==> src/pctc_pkg.sv <==
// package: constants for the program card transfer controller
package pctc_pkg;
    // register byte offsets
    localparam logic [7:0] REG_CTRL   = 8'h00;
    localparam logic [7:0] REG_STATUS = 8'h04;
    localparam logic [7:0] REG_IRQ_ST = 8'h08;
    localparam logic [7:0] REG_IRQ_MK = 8'h0c;
    // ctrl fields
    localparam int CTRL_KEYPAD  = 0;
    localparam int CTRL_STOP    = 1;
    // status / irq fields
    localparam int ST_BUSY      = 0;
    localparam int ST_CARD_OK   = 1;
    localparam int ST_CARD_NEW  = 2;
    localparam int ST_INT_VALID = 3;
    localparam int ST_MENU      = 4;
    localparam int IRQ_DONE     = 0;
    localparam int IRQ_REFUSED  = 1;
    localparam int IRQ_BUSERR   = 2;
    localparam int IRQ_INVALID  = 3;
    localparam int IRQ_W        = 4;
    localparam logic [31:0] CTRL_RST = 32'h0000_0002;
    // operations
    typedef enum logic [1:0] {
        PCTC_OP_SAVE  = 2'h0,
        PCTC_OP_LOAD  = 2'h1,
        PCTC_OP_ERASE = 2'h2,
        PCTC_OP_BOOT  = 2'h3
    } pctc_op_t;
    typedef enum logic [6:0] {
        PCTC_IDLE  = 7'h01,
        PCTC_CONF  = 7'h02,
        PCTC_RDBLK = 7'h04,
        PCTC_CLR   = 7'h08,
        PCTC_WRBLK = 7'h10,
        PCTC_CERA  = 7'h20,
        PCTC_CWR   = 7'h40
    } pctc_state_t;
endpackage

==> src/pctc_top.sv <==
// design: program card transfer controller with wishbone registers
//
// Decided for this implementation: the address map and the Wishbone register port.
`timescale 1ns/1ns
// Summary of operation
// save, load and erase are refused unless the controller is in stop mode
// keypadless unit copies card program into memory at every power-up
// keypadless power-up load keeps internal program if card image invalid
// keypad unit loads at power-up only when no internal program exists; code: keypad bit is 0 from reset at boot check, so always loads
// card detected on entering program menu; removal only in status display; code also drops detection whenever the card is absent or faulty
// only the newest card type may be written or erased
// older cards are read sources only; never a save target
// a card holds exactly one program image
// saved image holds program, parameters, texts and all system settings
// card menu offered only while a functional card is inserted
// confirmed save erases card then writes image; cancel aborts cleanly
// confirmed load fills ram, clears memory, then writes card data
// load proceeds block by block through a small working ram
// failed or interrupted load leaves no valid internal program; code: a failure in the first block, before the clear, keeps int_valid_r
// confirmed erase deletes card contents; cancel aborts
// hot insertion and removal never corrupt stored data
// after power loss mid-transfer the operator repeats the operation
// card bus error reported when card removed or faulty during save
// commands are one-cycle pulses; busy holds until done or abort
module pctc_top #(
    parameter int BLK_WORDS = 16,
    parameter int N_BLKS    = 8
) (
    // system
    input  wire logic        clk,
    input  wire logic        reset,
    // wishbone slave
    input  wire logic        wb_cyc_i,
    input  wire logic        wb_stb_i,
    input  wire logic        wb_we_i,
    input  wire logic [7:0]  wb_adr_i,
    input  wire logic [3:0]  wb_sel_i,
    input  wire logic [31:0] wb_dat_i,
    output logic      [31:0] wb_dat_o,
    output logic             wb_ack_o,
    output logic             irq,
    // operator commands
    input  wire logic        cmd_save,
    input  wire logic        cmd_load,
    input  wire logic        cmd_erase,
    input  wire logic        cmd_ok,
    input  wire logic        cmd_cancel,
    input  wire logic        menu_program,
    input  wire logic        status_display,
    output logic             busy,
    output logic             card_menu_en,
    // card side
    input  wire logic        card_present,
    input  wire logic        card_newest,
    input  wire logic        card_fault,
    input  wire logic        card_valid,
    input  wire logic [31:0] card_rdata,
    output logic             card_rd,
    output logic             card_wr,
    output logic             card_erase,
    output logic      [15:0] card_addr,
    output logic      [31:0] card_wdata,
    // internal retentive program memory
    input  wire logic        prog_present,
    input  wire logic [31:0] prog_rdata,
    output logic             prog_rd,
    output logic             prog_wr,
    output logic             prog_clear,
    output logic      [15:0] prog_addr,
    output logic      [31:0] prog_wdata
);
    localparam int TOTAL = BLK_WORDS * N_BLKS;

    pctc_pkg::pctc_state_t state_r;
    pctc_pkg::pctc_op_t    op_r;
    logic [31:0] ctrl_r;
    logic [pctc_pkg::IRQ_W-1:0] irq_st_r;
    logic [pctc_pkg::IRQ_W-1:0] irq_mk_r;
    logic [pctc_pkg::IRQ_W-1:0] ev;
    logic [15:0] idx_r;
    logic [15:0] wi_r;
    logic        int_valid_r;
    logic        card_seen_r;
    logic        boot_pend_r;
    logic [31:0] ram [BLK_WORDS];
    logic        ack_r;
    logic        wr_en;
    logic        stop_mode;
    logic        keypad;
    logic        card_ok;
    logic        last_word;
    logic        last_blk;
    logic [1:0]  cap_v_r;
    logic [15:0] cap_i0_r;
    logic [15:0] cap_i1_r;

    assign stop_mode = ctrl_r[pctc_pkg::CTRL_STOP];
    assign keypad    = ctrl_r[pctc_pkg::CTRL_KEYPAD];
    assign card_ok   = card_present & ~card_fault;
    assign last_word = (wi_r == 16'(BLK_WORDS - 1));
    assign last_blk  = (idx_r + 16'(BLK_WORDS) >= 16'(TOTAL));
    assign busy      = (state_r != pctc_pkg::PCTC_IDLE);

    // wishbone: ack one cycle after strobe, dropped the next cycle
    // writes land on the ack edge, while the master still holds the request
    assign wr_en = wb_cyc_i & wb_stb_i & wb_we_i & ack_r;
    always_ff @(posedge clk or posedge reset) begin
        if (reset) begin
            ack_r    <= 1'b0;
            wb_dat_o <= 32'h0000_0000;
        end else begin
            ack_r <= wb_cyc_i & wb_stb_i & ~ack_r;
            unique case (wb_adr_i)
                pctc_pkg::REG_CTRL:   wb_dat_o <= ctrl_r;
                pctc_pkg::REG_STATUS: wb_dat_o <= {27'h0, card_seen_r, int_valid_r,
                                                   card_newest, card_ok, busy};
                pctc_pkg::REG_IRQ_ST: wb_dat_o <= {28'h0, irq_st_r};
                pctc_pkg::REG_IRQ_MK: wb_dat_o <= {28'h0, irq_mk_r};
                default:              wb_dat_o <= 32'h0000_0000;
            endcase
        end
    end
    assign wb_ack_o = ack_r;

    always_ff @(posedge clk or posedge reset) begin
        if (reset)
            ctrl_r <= pctc_pkg::CTRL_RST;
        else if (wr_en && wb_adr_i == pctc_pkg::REG_CTRL && wb_sel_i[0])
            ctrl_r <= {24'h0, 6'h0, wb_dat_i[1:0]};
    end

    // interrupt status: set wins over write-one-to-clear
    always_ff @(posedge clk or posedge reset) begin
        if (reset) begin
            irq_st_r <= '0;
            irq_mk_r <= '0;
        end else begin
            if (wr_en && wb_adr_i == pctc_pkg::REG_IRQ_MK && wb_sel_i[0])
                irq_mk_r <= wb_dat_i[pctc_pkg::IRQ_W-1:0];
            if (wr_en && wb_adr_i == pctc_pkg::REG_IRQ_ST && wb_sel_i[0])
                irq_st_r <= (irq_st_r & ~wb_dat_i[pctc_pkg::IRQ_W-1:0]) | ev;
            else
                irq_st_r <= irq_st_r | ev;
        end
    end
    assign irq = |(irq_st_r & irq_mk_r);

    // card detection latched on program-menu entry, dropped in status display
    always_ff @(posedge clk or posedge reset) begin
        if (reset)
            card_seen_r <= 1'b0;
        else if (!card_ok)
            card_seen_r <= 1'b0;
        else if (menu_program)
            card_seen_r <= 1'b1;
        else if (status_display)
            card_seen_r <= 1'b0;
    end
    assign card_menu_en = card_seen_r & card_ok;

    // boot request caught one cycle after reset release
    always_ff @(posedge clk or posedge reset) begin
        if (reset)
            boot_pend_r <= 1'b1;
        else if (state_r == pctc_pkg::PCTC_IDLE)
            boot_pend_r <= 1'b0;
    end

    // transfer sequencer
    always_ff @(posedge clk or posedge reset) begin
        if (reset) begin
            state_r <= pctc_pkg::PCTC_IDLE;
            op_r    <= pctc_pkg::PCTC_OP_SAVE;
            idx_r   <= 16'h0000;
            wi_r    <= 16'h0000;
            ev      <= '0;
        end else begin
            ev <= '0;
            unique case (state_r)
                pctc_pkg::PCTC_IDLE: begin
                    idx_r <= 16'h0000;
                    wi_r  <= 16'h0000;
                    if (boot_pend_r) begin
                        // keypadless always, keypad only when empty
                        if (card_ok && (!keypad || !prog_present)) begin
                            op_r    <= pctc_pkg::PCTC_OP_BOOT;
                            state_r <= pctc_pkg::PCTC_RDBLK;
                        end
                    end else if (cmd_save || cmd_load || cmd_erase) begin
                        if (!stop_mode || !card_menu_en)
                            ev[pctc_pkg::IRQ_REFUSED] <= 1'b1;
                        else if (!cmd_load && !card_newest)
                            ev[pctc_pkg::IRQ_REFUSED] <= 1'b1;
                        else begin
                            op_r <= cmd_save ? pctc_pkg::PCTC_OP_SAVE :
                                    cmd_load ? pctc_pkg::PCTC_OP_LOAD :
                                               pctc_pkg::PCTC_OP_ERASE;
                            state_r <= pctc_pkg::PCTC_CONF;
                        end
                    end
                end
                pctc_pkg::PCTC_CONF: begin
                    if (cmd_cancel)
                        state_r <= pctc_pkg::PCTC_IDLE;
                    else if (cmd_ok)
                        state_r <= (op_r == pctc_pkg::PCTC_OP_LOAD) ?
                                   pctc_pkg::PCTC_RDBLK : pctc_pkg::PCTC_CERA;
                end
                pctc_pkg::PCTC_CERA: begin
                    // whole card cleared: one image per card R8 R11 R15
                    if (!card_ok) begin
                        ev[pctc_pkg::IRQ_BUSERR] <= 1'b1;
                        state_r <= pctc_pkg::PCTC_IDLE;
                    end else if (op_r == pctc_pkg::PCTC_OP_ERASE) begin
                        ev[pctc_pkg::IRQ_DONE] <= 1'b1;
                        state_r <= pctc_pkg::PCTC_IDLE;
                    end else
                        state_r <= pctc_pkg::PCTC_CWR;
                end
                pctc_pkg::PCTC_CWR: begin
                    // full image region copied, settings included R9
                    if (!card_ok) begin
                        ev[pctc_pkg::IRQ_BUSERR] <= 1'b1;
                        state_r <= pctc_pkg::PCTC_IDLE;
                    end else if (idx_r == 16'(TOTAL - 1)) begin
                        ev[pctc_pkg::IRQ_DONE] <= 1'b1;
                        state_r <= pctc_pkg::PCTC_IDLE;
                    end else
                        idx_r <= idx_r + 16'h0001;
                end
                pctc_pkg::PCTC_RDBLK: begin
                    if (!card_ok || !card_valid) begin
                        ev[pctc_pkg::IRQ_INVALID] <= 1'b1;
                        state_r <= pctc_pkg::PCTC_IDLE;
                    end else if (last_word) begin
                        wi_r <= 16'h0000;
                        // memory cleared only once, after the first block R12
                        state_r <= (idx_r == 16'h0000) ? pctc_pkg::PCTC_CLR
                                                       : pctc_pkg::PCTC_WRBLK;
                    end else
                        wi_r <= wi_r + 16'h0001;
                end
                pctc_pkg::PCTC_CLR:
                    state_r <= pctc_pkg::PCTC_WRBLK;
                pctc_pkg::PCTC_WRBLK: begin
                    if (!card_ok) begin
                        ev[pctc_pkg::IRQ_BUSERR] <= 1'b1;
                        state_r <= pctc_pkg::PCTC_IDLE;
                    end else if (last_word) begin
                        wi_r  <= 16'h0000;
                        idx_r <= idx_r + 16'(BLK_WORDS);
                        if (last_blk) begin
                            ev[pctc_pkg::IRQ_DONE] <= 1'b1;
                            state_r <= pctc_pkg::PCTC_IDLE;
                        end else
                            state_r <= pctc_pkg::PCTC_RDBLK;
                    end else
                        wi_r <= wi_r + 16'h0001;
                end
                default: state_r <= pctc_pkg::PCTC_IDLE;
            endcase
        end
    end

    // card word arrives two cycles after the read step; capture lines up with it
    always_ff @(posedge clk or posedge reset) begin
        if (reset) begin
            cap_v_r  <= 2'b00;
            cap_i0_r <= 16'h0000;
            cap_i1_r <= 16'h0000;
        end else begin
            cap_v_r  <= {cap_v_r[0], state_r == pctc_pkg::PCTC_RDBLK};
            cap_i0_r <= wi_r;
            cap_i1_r <= cap_i0_r;
        end
    end

    // working ram: one block only, too small for a whole program
    always_ff @(posedge clk) begin
        if (cap_v_r[1])
            ram[cap_i1_r[$clog2(BLK_WORDS)-1:0]] <= card_rdata;
    end

    // internal program validity: lost once cleared until a full load ends
    always_ff @(posedge clk or posedge reset) begin
        if (reset)
            int_valid_r <= 1'b0;
        else if (state_r == pctc_pkg::PCTC_IDLE && boot_pend_r)
            int_valid_r <= prog_present;
        else if (state_r == pctc_pkg::PCTC_CLR)
            int_valid_r <= 1'b0;
        else if (state_r == pctc_pkg::PCTC_WRBLK && last_word && last_blk && card_ok)
            int_valid_r <= 1'b1;
    end

    // memory and card strobes; data from flip-flops
    always_ff @(posedge clk or posedge reset) begin
        if (reset) begin
            card_rd    <= 1'b0;
            card_wr    <= 1'b0;
            card_erase <= 1'b0;
            card_addr  <= 16'h0000;
            card_wdata <= 32'h0000_0000;
            prog_rd    <= 1'b0;
            prog_wr    <= 1'b0;
            prog_clear <= 1'b0;
            prog_addr  <= 16'h0000;
            prog_wdata <= 32'h0000_0000;
        end else begin
            card_rd    <= (state_r == pctc_pkg::PCTC_RDBLK);
            card_erase <= (state_r == pctc_pkg::PCTC_CERA) & card_newest;
            card_wr    <= (state_r == pctc_pkg::PCTC_CWR) & card_newest;
            card_addr  <= idx_r + wi_r;
            card_wdata <= prog_rdata;
            prog_rd    <= (state_r == pctc_pkg::PCTC_CWR);
            prog_clear <= (state_r == pctc_pkg::PCTC_CLR);
            prog_wr    <= (state_r == pctc_pkg::PCTC_WRBLK);
            prog_addr  <= idx_r + wi_r;
            prog_wdata <= ram[wi_r[$clog2(BLK_WORDS)-1:0]];
        end
    end

    property p_refuse_run;
        @(posedge clk) disable iff (reset)
        (state_r == pctc_pkg::PCTC_IDLE && !boot_pend_r && cmd_save && !stop_mode)
        |=> state_r == pctc_pkg::PCTC_IDLE && ev[pctc_pkg::IRQ_REFUSED];
    endproperty
    a_refuse_run: assert property (p_refuse_run) else $error("accepted outside stop");
    property p_old_card_wr;
        @(posedge clk) disable iff (reset) card_wr |-> $past(card_newest);
    endproperty
    a_old_card_wr: assert property (p_old_card_wr) else $error("write to old card");
    property p_clear_invalid;
        @(posedge clk) disable iff (reset)
        state_r == pctc_pkg::PCTC_CLR |=> !int_valid_r ##0 prog_clear;
    endproperty
    a_clear_invalid: assert property (p_clear_invalid) else $error("clear kept valid");
    property p_cancel;
        @(posedge clk) disable iff (reset)
        state_r == pctc_pkg::PCTC_CONF && cmd_cancel |=> state_r == pctc_pkg::PCTC_IDLE;
    endproperty
    a_cancel: assert property (p_cancel) else $error("cancel ignored");
    property p_busy;
        @(posedge clk) disable iff (reset) state_r == pctc_pkg::PCTC_CONF |-> busy;
    endproperty
    a_busy: assert property (p_busy) else $error("busy low while pending");
    property p_menu;
        @(posedge clk) disable iff (reset) card_menu_en |-> card_present && !card_fault;
    endproperty
    a_menu: assert property (p_menu) else $error("menu without card");
    property p_buserr;
        @(posedge clk) disable iff (reset)
        state_r == pctc_pkg::PCTC_CWR && !card_ok |=> ev[pctc_pkg::IRQ_BUSERR] && !busy;
    endproperty
    a_buserr: assert property (p_buserr) else $error("bus error not flagged");
    property p_ack;
        @(posedge clk) disable iff (reset) wb_ack_o |=> !wb_ack_o;
    endproperty
    a_ack: assert property (p_ack) else $error("ack held");
    c_save: cover property (@(posedge clk) card_wr ##1 ev[pctc_pkg::IRQ_DONE]);
    c_load: cover property (@(posedge clk) prog_clear ##[1:50] prog_wr);
    c_ref:  cover property (@(posedge clk) ev[pctc_pkg::IRQ_REFUSED]);
endmodule

==> config.mk <==
export PLATFORM = sky130hd
export DESIGN_NAME = pctc_top
export DESIGN_NICKNAME = d
export VERILOG_FILES = /design/src/pctc_pkg.sv /design/src/pctc_top.sv
export SDC_FILE = /design/constraint.sdc
export NUM_CORES = 1
export LEC_CHECK = 0
export CAP_MARGIN = 20
export CORE_UTILIZATION = 50
export DETAILED_ROUTE_END_ITERATION = 10
export DONT_BUFFER_PORTS = 1
export GPL_TIMING_DRIVEN = 1
export SLEW_MARGIN = 40
export SYNTH_ARGS = -nofsm -noshare
export SYNTH_HDL_FRONTEND = slang
export SYNTH_SLANG_ARGS = --single-unit
export TNS_END_PERCENT = 30
==> constraint.sdc <==
create_clock -name clk -period 6.8 [get_ports clk]
set_input_delay 0.68 -clock clk [delete_from_list [all_inputs] [get_ports clk]]
set_output_delay 0.68 -clock clk [all_outputs]
set_load 0.03 [all_outputs]
==> out/qor.txt <==
=========================================================================
Status ..................................................... complete, no violations
Critical Path AT ...........................................      3710 ps
End of the worst register-to-register path ................. prog_wdata[18]
Synth async-reset ratio ....................................        23.7%
DIE WIDTH ..................................................       235 um
Combinational fraction of design power .....................         3.6%
Portion of total power attributed to the clock network .....        44.3%
Period minus WS final ......................................      3250 ps
Length in cells of the worst reg-to-reg path ...............            6
Vert. Die Dim ..............................................       235 um
Total die area .............................................   0.0550 mm2
Setup clock skew after layout ..............................      19.9 ps
Length of the first detailed-routing pass in iterations ....            5
Filler Cell Count ..........................................        4,071
Crit path from .............................................      wi_r[1]
# Max-Cap Violations .......................................            0
Clock latency on the worst-skew pair .......................       600 ps
Number of top-level design ports ...........................          263
Cell repeated most along the worst path .................... sky130_fd_sc_hd__buf_4
Quantity of I/O buffers inserted on ports ..................            0
Average instance area after synthesis ......................     16.1 um2
Peak fanout along the critical path ........................           45
Final Net Count ............................................        1,845
Total routing resource utilization after global routing ....        22.2%
First-pass GRT wire length .................................      89.5 mm
Congestion Overflow GR .....................................            0
Cell Count Post-Placement ..................................        2,311
Instance count on the critical path ........................            6
Total wire length ..........................................      60.2 mm
Synthesis-to-layout area growth ............................        11.6%
Root buffer cell ........................................... sky130_fd_sc_hd__clkbuf_16
Final setup violation count ................................            0
Total count of hold-check failures in the final report .....            0
Standard-cell row count ....................................           84
Clock buffer depth .........................................            3
Wire length per cell after detailed routing ................      24.7 um
Source of the worst register-to-register timing path .......      wi_r[1]
Slew @ Worst Pin ...........................................       834 ps
DR DRC count ...............................................            0
Count of flip-flops with a built-in enable after synthesis .          512
Post-synth top flop ........................................ sky130_fd_sc_hd__edfxtp_1
YS warnings ................................................            0
Startpoint type of the worst setup path ....................     register
Detailed-route via count ...................................       14,700
Number of H-tree levels ....................................            3
N_diodes ...................................................            0
Global placement routability congestion ....................        0.867
Via-to-Cell Ratio ..........................................         6.01
Layout cell share with drive strength beyond 1 .............        16.2%
PnR Total Power ............................................      8.64 mW
Number of setup buffers added after CTS ....................            0
Worst relative slew slack ..................................        43.9%
Worst Setup End Kind .......................................     register
Setup CP Type .............................................. register to register
Clock tree from TritonCTS ..................................         done
Net switching fraction of the power ........................        21.1%
Sequential share of power ..................................        52.2%
Post-Layout Cell Count .....................................        2,440
Summed negative setup slack over all endpoints .............         0 ps
Crit-path cells ............................................ buf_4, and2_2, buf_4, a221oi_1, o21ai_0, nand2_1
R2R setup slack ............................................      3550 ps
Family with the most delay on the worst path ............... buffers and inverters
Static leakage .............................................      10.3 nW
Antenna violations before repair ...........................            0
Sequential cell area fraction in the yosys report ..........        71.6%
Delay of the slowest cell on the worst path ................       940 ps
Post-synthesis instance area ...............................   0.0270 mm2
Pre-CTS setup slack ........................................      3490 ps
Vias in the first global route .............................       14,500
Final-report max-slew violation count ......................            0
CP required ................................................      7260 ps
Starting DRC count in detailed routing .....................        1,303
Period Utilization, post-route .............................        47.7%
Pin count of the biggest net entering global routing .......           76
Power density of the placed cells ..........................   286 mW/mm2
VDD IR max .................................................     0.248 mV
Cell with the largest stage delay on the worst path ........ sky130_fd_sc_hd__dfrtp_4
Detailed placer's ending HPWL ..............................      35.1 mm
Net load switching power ...................................      1.83 mW
Area of the core ...........................................   0.0530 mm2
Power Internal .............................................      6.81 mW
Buffer and inverter count on the worst path ................            2
Clk pin slew, worst setup/hold paths .......................        60 ps
Starting utilization of the core area ......................        51.0%
Post-Synthesis Cells .......................................        1,677
Antenna viol nets, final ...................................            0
Total number of clock tree sinks ...........................          671
Maximum clock rate .........................................      308 MHz
Unrepaired setup endpoints after global routing ............        false
Number of gates given a new drive strength after cts .......            0
FF+latch count, synth ......................................          671
Worst min-delay path class ................................. input pin to register
Cts bufs inserted ..........................................           71
Crit path setup slack, layout ..............................      3550 ps
Count of cell types in the netlist .........................           81
Termination of the worst setup path ........................ prog_wdata[18]
=========================================================================
==> repair_timing <==
item | CTS | global route
hold endpoints to repair | 10 | 0
hold buffers | 1 | 0
endpoints found under the setup margin | 0 | 0
==> state kept, by name, indices dropped and copies added (netlist names), 4 cells and up <==
register / cells
ram: 512
card_wdata: 32
prog_wdata: 32
idx_r: 16
prog_addr: 16
wi_r: 16
state_r: 7
wb_dat_o: 5
cap_i0_r: 4
cap_i1_r: 4
ev: 4
irq_mk_r: 4
irq_st_r: 4
==> metrics by stage <==
| step | hold WS [ps] | util (%) | instance area [um2] |
|---|---|---|---|
| 2_1_floorplan | 331 | - | 27100 |
| 3_3_place_gp | 333 | 52.4 | 27800 |
| 3_5_place_dp | 336 | 52.5 | 27800 |
| 4_1_cts | 77.5 | 56.9 | 30100 |
| 5_1_grt | 79.0 | 56.9 | 30200 |
| 6_report | 121 | 56.9 | 30200 |
==> logic make-up (layout without fill, tap and decap cells) <==
family | Yosys count | in the layout | synth area share, %
AO/OA/AOI/OAI | 313 | 313 | 7.38
XOR/XNOR | 15 | 15 | 0.486
adder cells (fa/ha/maj) | 22 | 22 | 1.05
buffers and inverters | 137 | 186 | 2.72
flip-flops | 671 | 671 | 71.6
multiplexers | 206 | 206 | 10.8
other | 1 | 27 | 0.0139
AND/OR/NAND/NOR | 312 | 312 | 5.93
==> synthesized netlist by cell type (5+ instances only) <==
| cell type | n | area, um2 |
|---|---|---|
| sky130_fd_sc_hd__inv_1 | 21 | 78.8 |
| sky130_fd_sc_hd__and4_1 | 7 | 61.3 |
| sky130_fd_sc_hd__nor4_1 | 13 | 81.3 |
| sky130_fd_sc_hd__nor3_1 | 24 | 120 |
| sky130_fd_sc_hd__o31ai_1 | 8 | 60.1 |
| sky130_fd_sc_hd__clkbuf_1 | 47 | 176 |
| sky130_fd_sc_hd__mux2_2 | 35 | 394 |
| sky130_fd_sc_hd__nand3_1 | 23 | 115 |
| sky130_fd_sc_hd__dfrtp_1 | 156 | 3900 |
| sky130_fd_sc_hd__nand4_1 | 9 | 56.3 |
| sky130_fd_sc_hd__nor2_1 | 62 | 233 |
| sky130_fd_sc_hd__ha_1 | 21 | 263 |
| sky130_fd_sc_hd__and2_1 | 5 | 31.3 |
| sky130_fd_sc_hd__buf_4 | 43 | 323 |
| sky130_fd_sc_hd__xor2_1 | 6 | 52.6 |
| sky130_fd_sc_hd__buf_1 | 11 | 41.3 |
| sky130_fd_sc_hd__mux2i_1 | 105 | 1050 |
| sky130_fd_sc_hd__or3_1 | 6 | 37.5 |
| sky130_fd_sc_hd__edfxtp_1 | 512 | 15400 |
| sky130_fd_sc_hd__o21ai_0 | 103 | 515 |
| sky130_fd_sc_hd__nand3b_1 | 6 | 45.0 |
| sky130_fd_sc_hd__xnor2_1 | 9 | 78.8 |
| sky130_fd_sc_hd__and3_1 | 11 | 68.8 |
| sky130_fd_sc_hd__a31oi_1 | 8 | 50.1 |
| sky130_fd_sc_hd__a22oi_1 | 36 | 270 |
| sky130_fd_sc_hd__buf_2 | 9 | 45.0 |
| sky130_fd_sc_hd__nand2_1 | 99 | 372 |
| sky130_fd_sc_hd__a221oi_1 | 34 | 298 |
| sky130_fd_sc_hd__a21o_1 | 11 | 82.6 |
| sky130_fd_sc_hd__a21oi_1 | 65 | 325 |
| sky130_fd_sc_hd__mux4_2 | 66 | 1490 |
| sky130_fd_sc_hd__nand2b_1 | 9 | 56.3 |
| sky130_fd_sc_hd__nor2b_1 | 16 | 100 |
==> cell usage in the layout (no fill, tap or decap), types with 8 or more instances in the layout <==
| cell type | n |
|---|---|
| sky130_fd_sc_hd__clkbuf_1 | 20 |
| sky130_fd_sc_hd__a22oi_1 | 36 |
| sky130_fd_sc_hd__conb_1 | 27 |
| sky130_fd_sc_hd__mux4_2 | 66 |
| sky130_fd_sc_hd__nor3_1 | 20 |
| sky130_fd_sc_hd__nand3_1 | 23 |
| sky130_fd_sc_hd__dfrtp_1 | 152 |
| sky130_fd_sc_hd__clkbuf_16 | 72 |
| sky130_fd_sc_hd__nor4_1 | 13 |
| sky130_fd_sc_hd__o21ai_0 | 103 |
| sky130_fd_sc_hd__clkinv_2 | 12 |
| sky130_fd_sc_hd__a21oi_1 | 65 |
| sky130_fd_sc_hd__nand2b_1 | 9 |
| sky130_fd_sc_hd__inv_1 | 20 |
| sky130_fd_sc_hd__nor2_4 | 12 |
| sky130_fd_sc_hd__and3_1 | 11 |
| sky130_fd_sc_hd__nand2_1 | 99 |
| sky130_fd_sc_hd__nor2_1 | 50 |
| sky130_fd_sc_hd__o31ai_1 | 8 |
| sky130_fd_sc_hd__nand4_1 | 9 |
| sky130_fd_sc_hd__mux2_2 | 35 |
| sky130_fd_sc_hd__buf_4 | 28 |
| sky130_fd_sc_hd__a221oi_1 | 34 |
| sky130_fd_sc_hd__mux2i_1 | 105 |
| sky130_fd_sc_hd__edfxtp_1 | 512 |
| sky130_fd_sc_hd__nor2b_1 | 15 |
| sky130_fd_sc_hd__xnor2_1 | 9 |
| sky130_fd_sc_hd__ha_1 | 21 |
| sky130_fd_sc_hd__a21o_1 | 11 |
| sky130_fd_sc_hd__clkbuf_8 | 8 |
| sky130_fd_sc_hd__a31oi_1 | 8 |
==> power groups by stage <==
stage,logic (mW),registers (mW),clock network (mW)
2_1_floorplan,0.248,4.58,0
3_3_place_gp,0.299,4.59,0
3_5_place_dp,0.302,4.59,0
4_1_cts,0.304,4.50,3.90
5_1_grt,0.333,4.51,4.05
6_report,0.307,4.50,3.82
==> worst reg2reg max path, cell delays in order, from the launching register on <==
cell	delay (ps)
sky130_fd_sc_hd__dfrtp_4	940
sky130_fd_sc_hd__buf_4	580
sky130_fd_sc_hd__and2_2	630
sky130_fd_sc_hd__buf_4	460
sky130_fd_sc_hd__a221oi_1	180
sky130_fd_sc_hd__o21ai_0	210
sky130_fd_sc_hd__nand2_1	120
==> cell type report <==
type	instances	area [um2]	area share, %
tap	688	861	2.85
sequential	671	19400	64.2
timing repair buffer	36	357	1.18
clock buffer	100	1990	6.59
clock inverter	27	319	1.06
inverter	23	109	0.361
multi-input combinational	895	7160	23.8
==> metal layers <==
layer / wire length (um) / up-vias / part of all wire (%) / global-route usage (%)
met5: 0 / - / 0 / 0
met3: 3790 / 101 / 6.3 / 4.48
met2: 28900 / 472 / 48 / 34.8
li1: - / 6565 / - / -
met1: 26300 / 7518 / 44 / 31.8
met4: 1240 / 0 / 2.1 / 6.01
==> worst min path at each step <==
stage,end,slack [ps],cells past startpoint,from
floorplan,cap_i1_r[0],330,0,cap_i0_r[0]
global placement,cap_i1_r[0],330,0,cap_i0_r[0]
detailed placement,cap_i1_r[1],340,0,cap_i0_r[1]
CTS,card_wdata[0],80,0,prog_rdata[0]
global route,card_wdata[8],80,0,prog_rdata[8]
finish,card_wdata[10],120,0,prog_rdata[10]
Power figures use the tool's default switching activity.
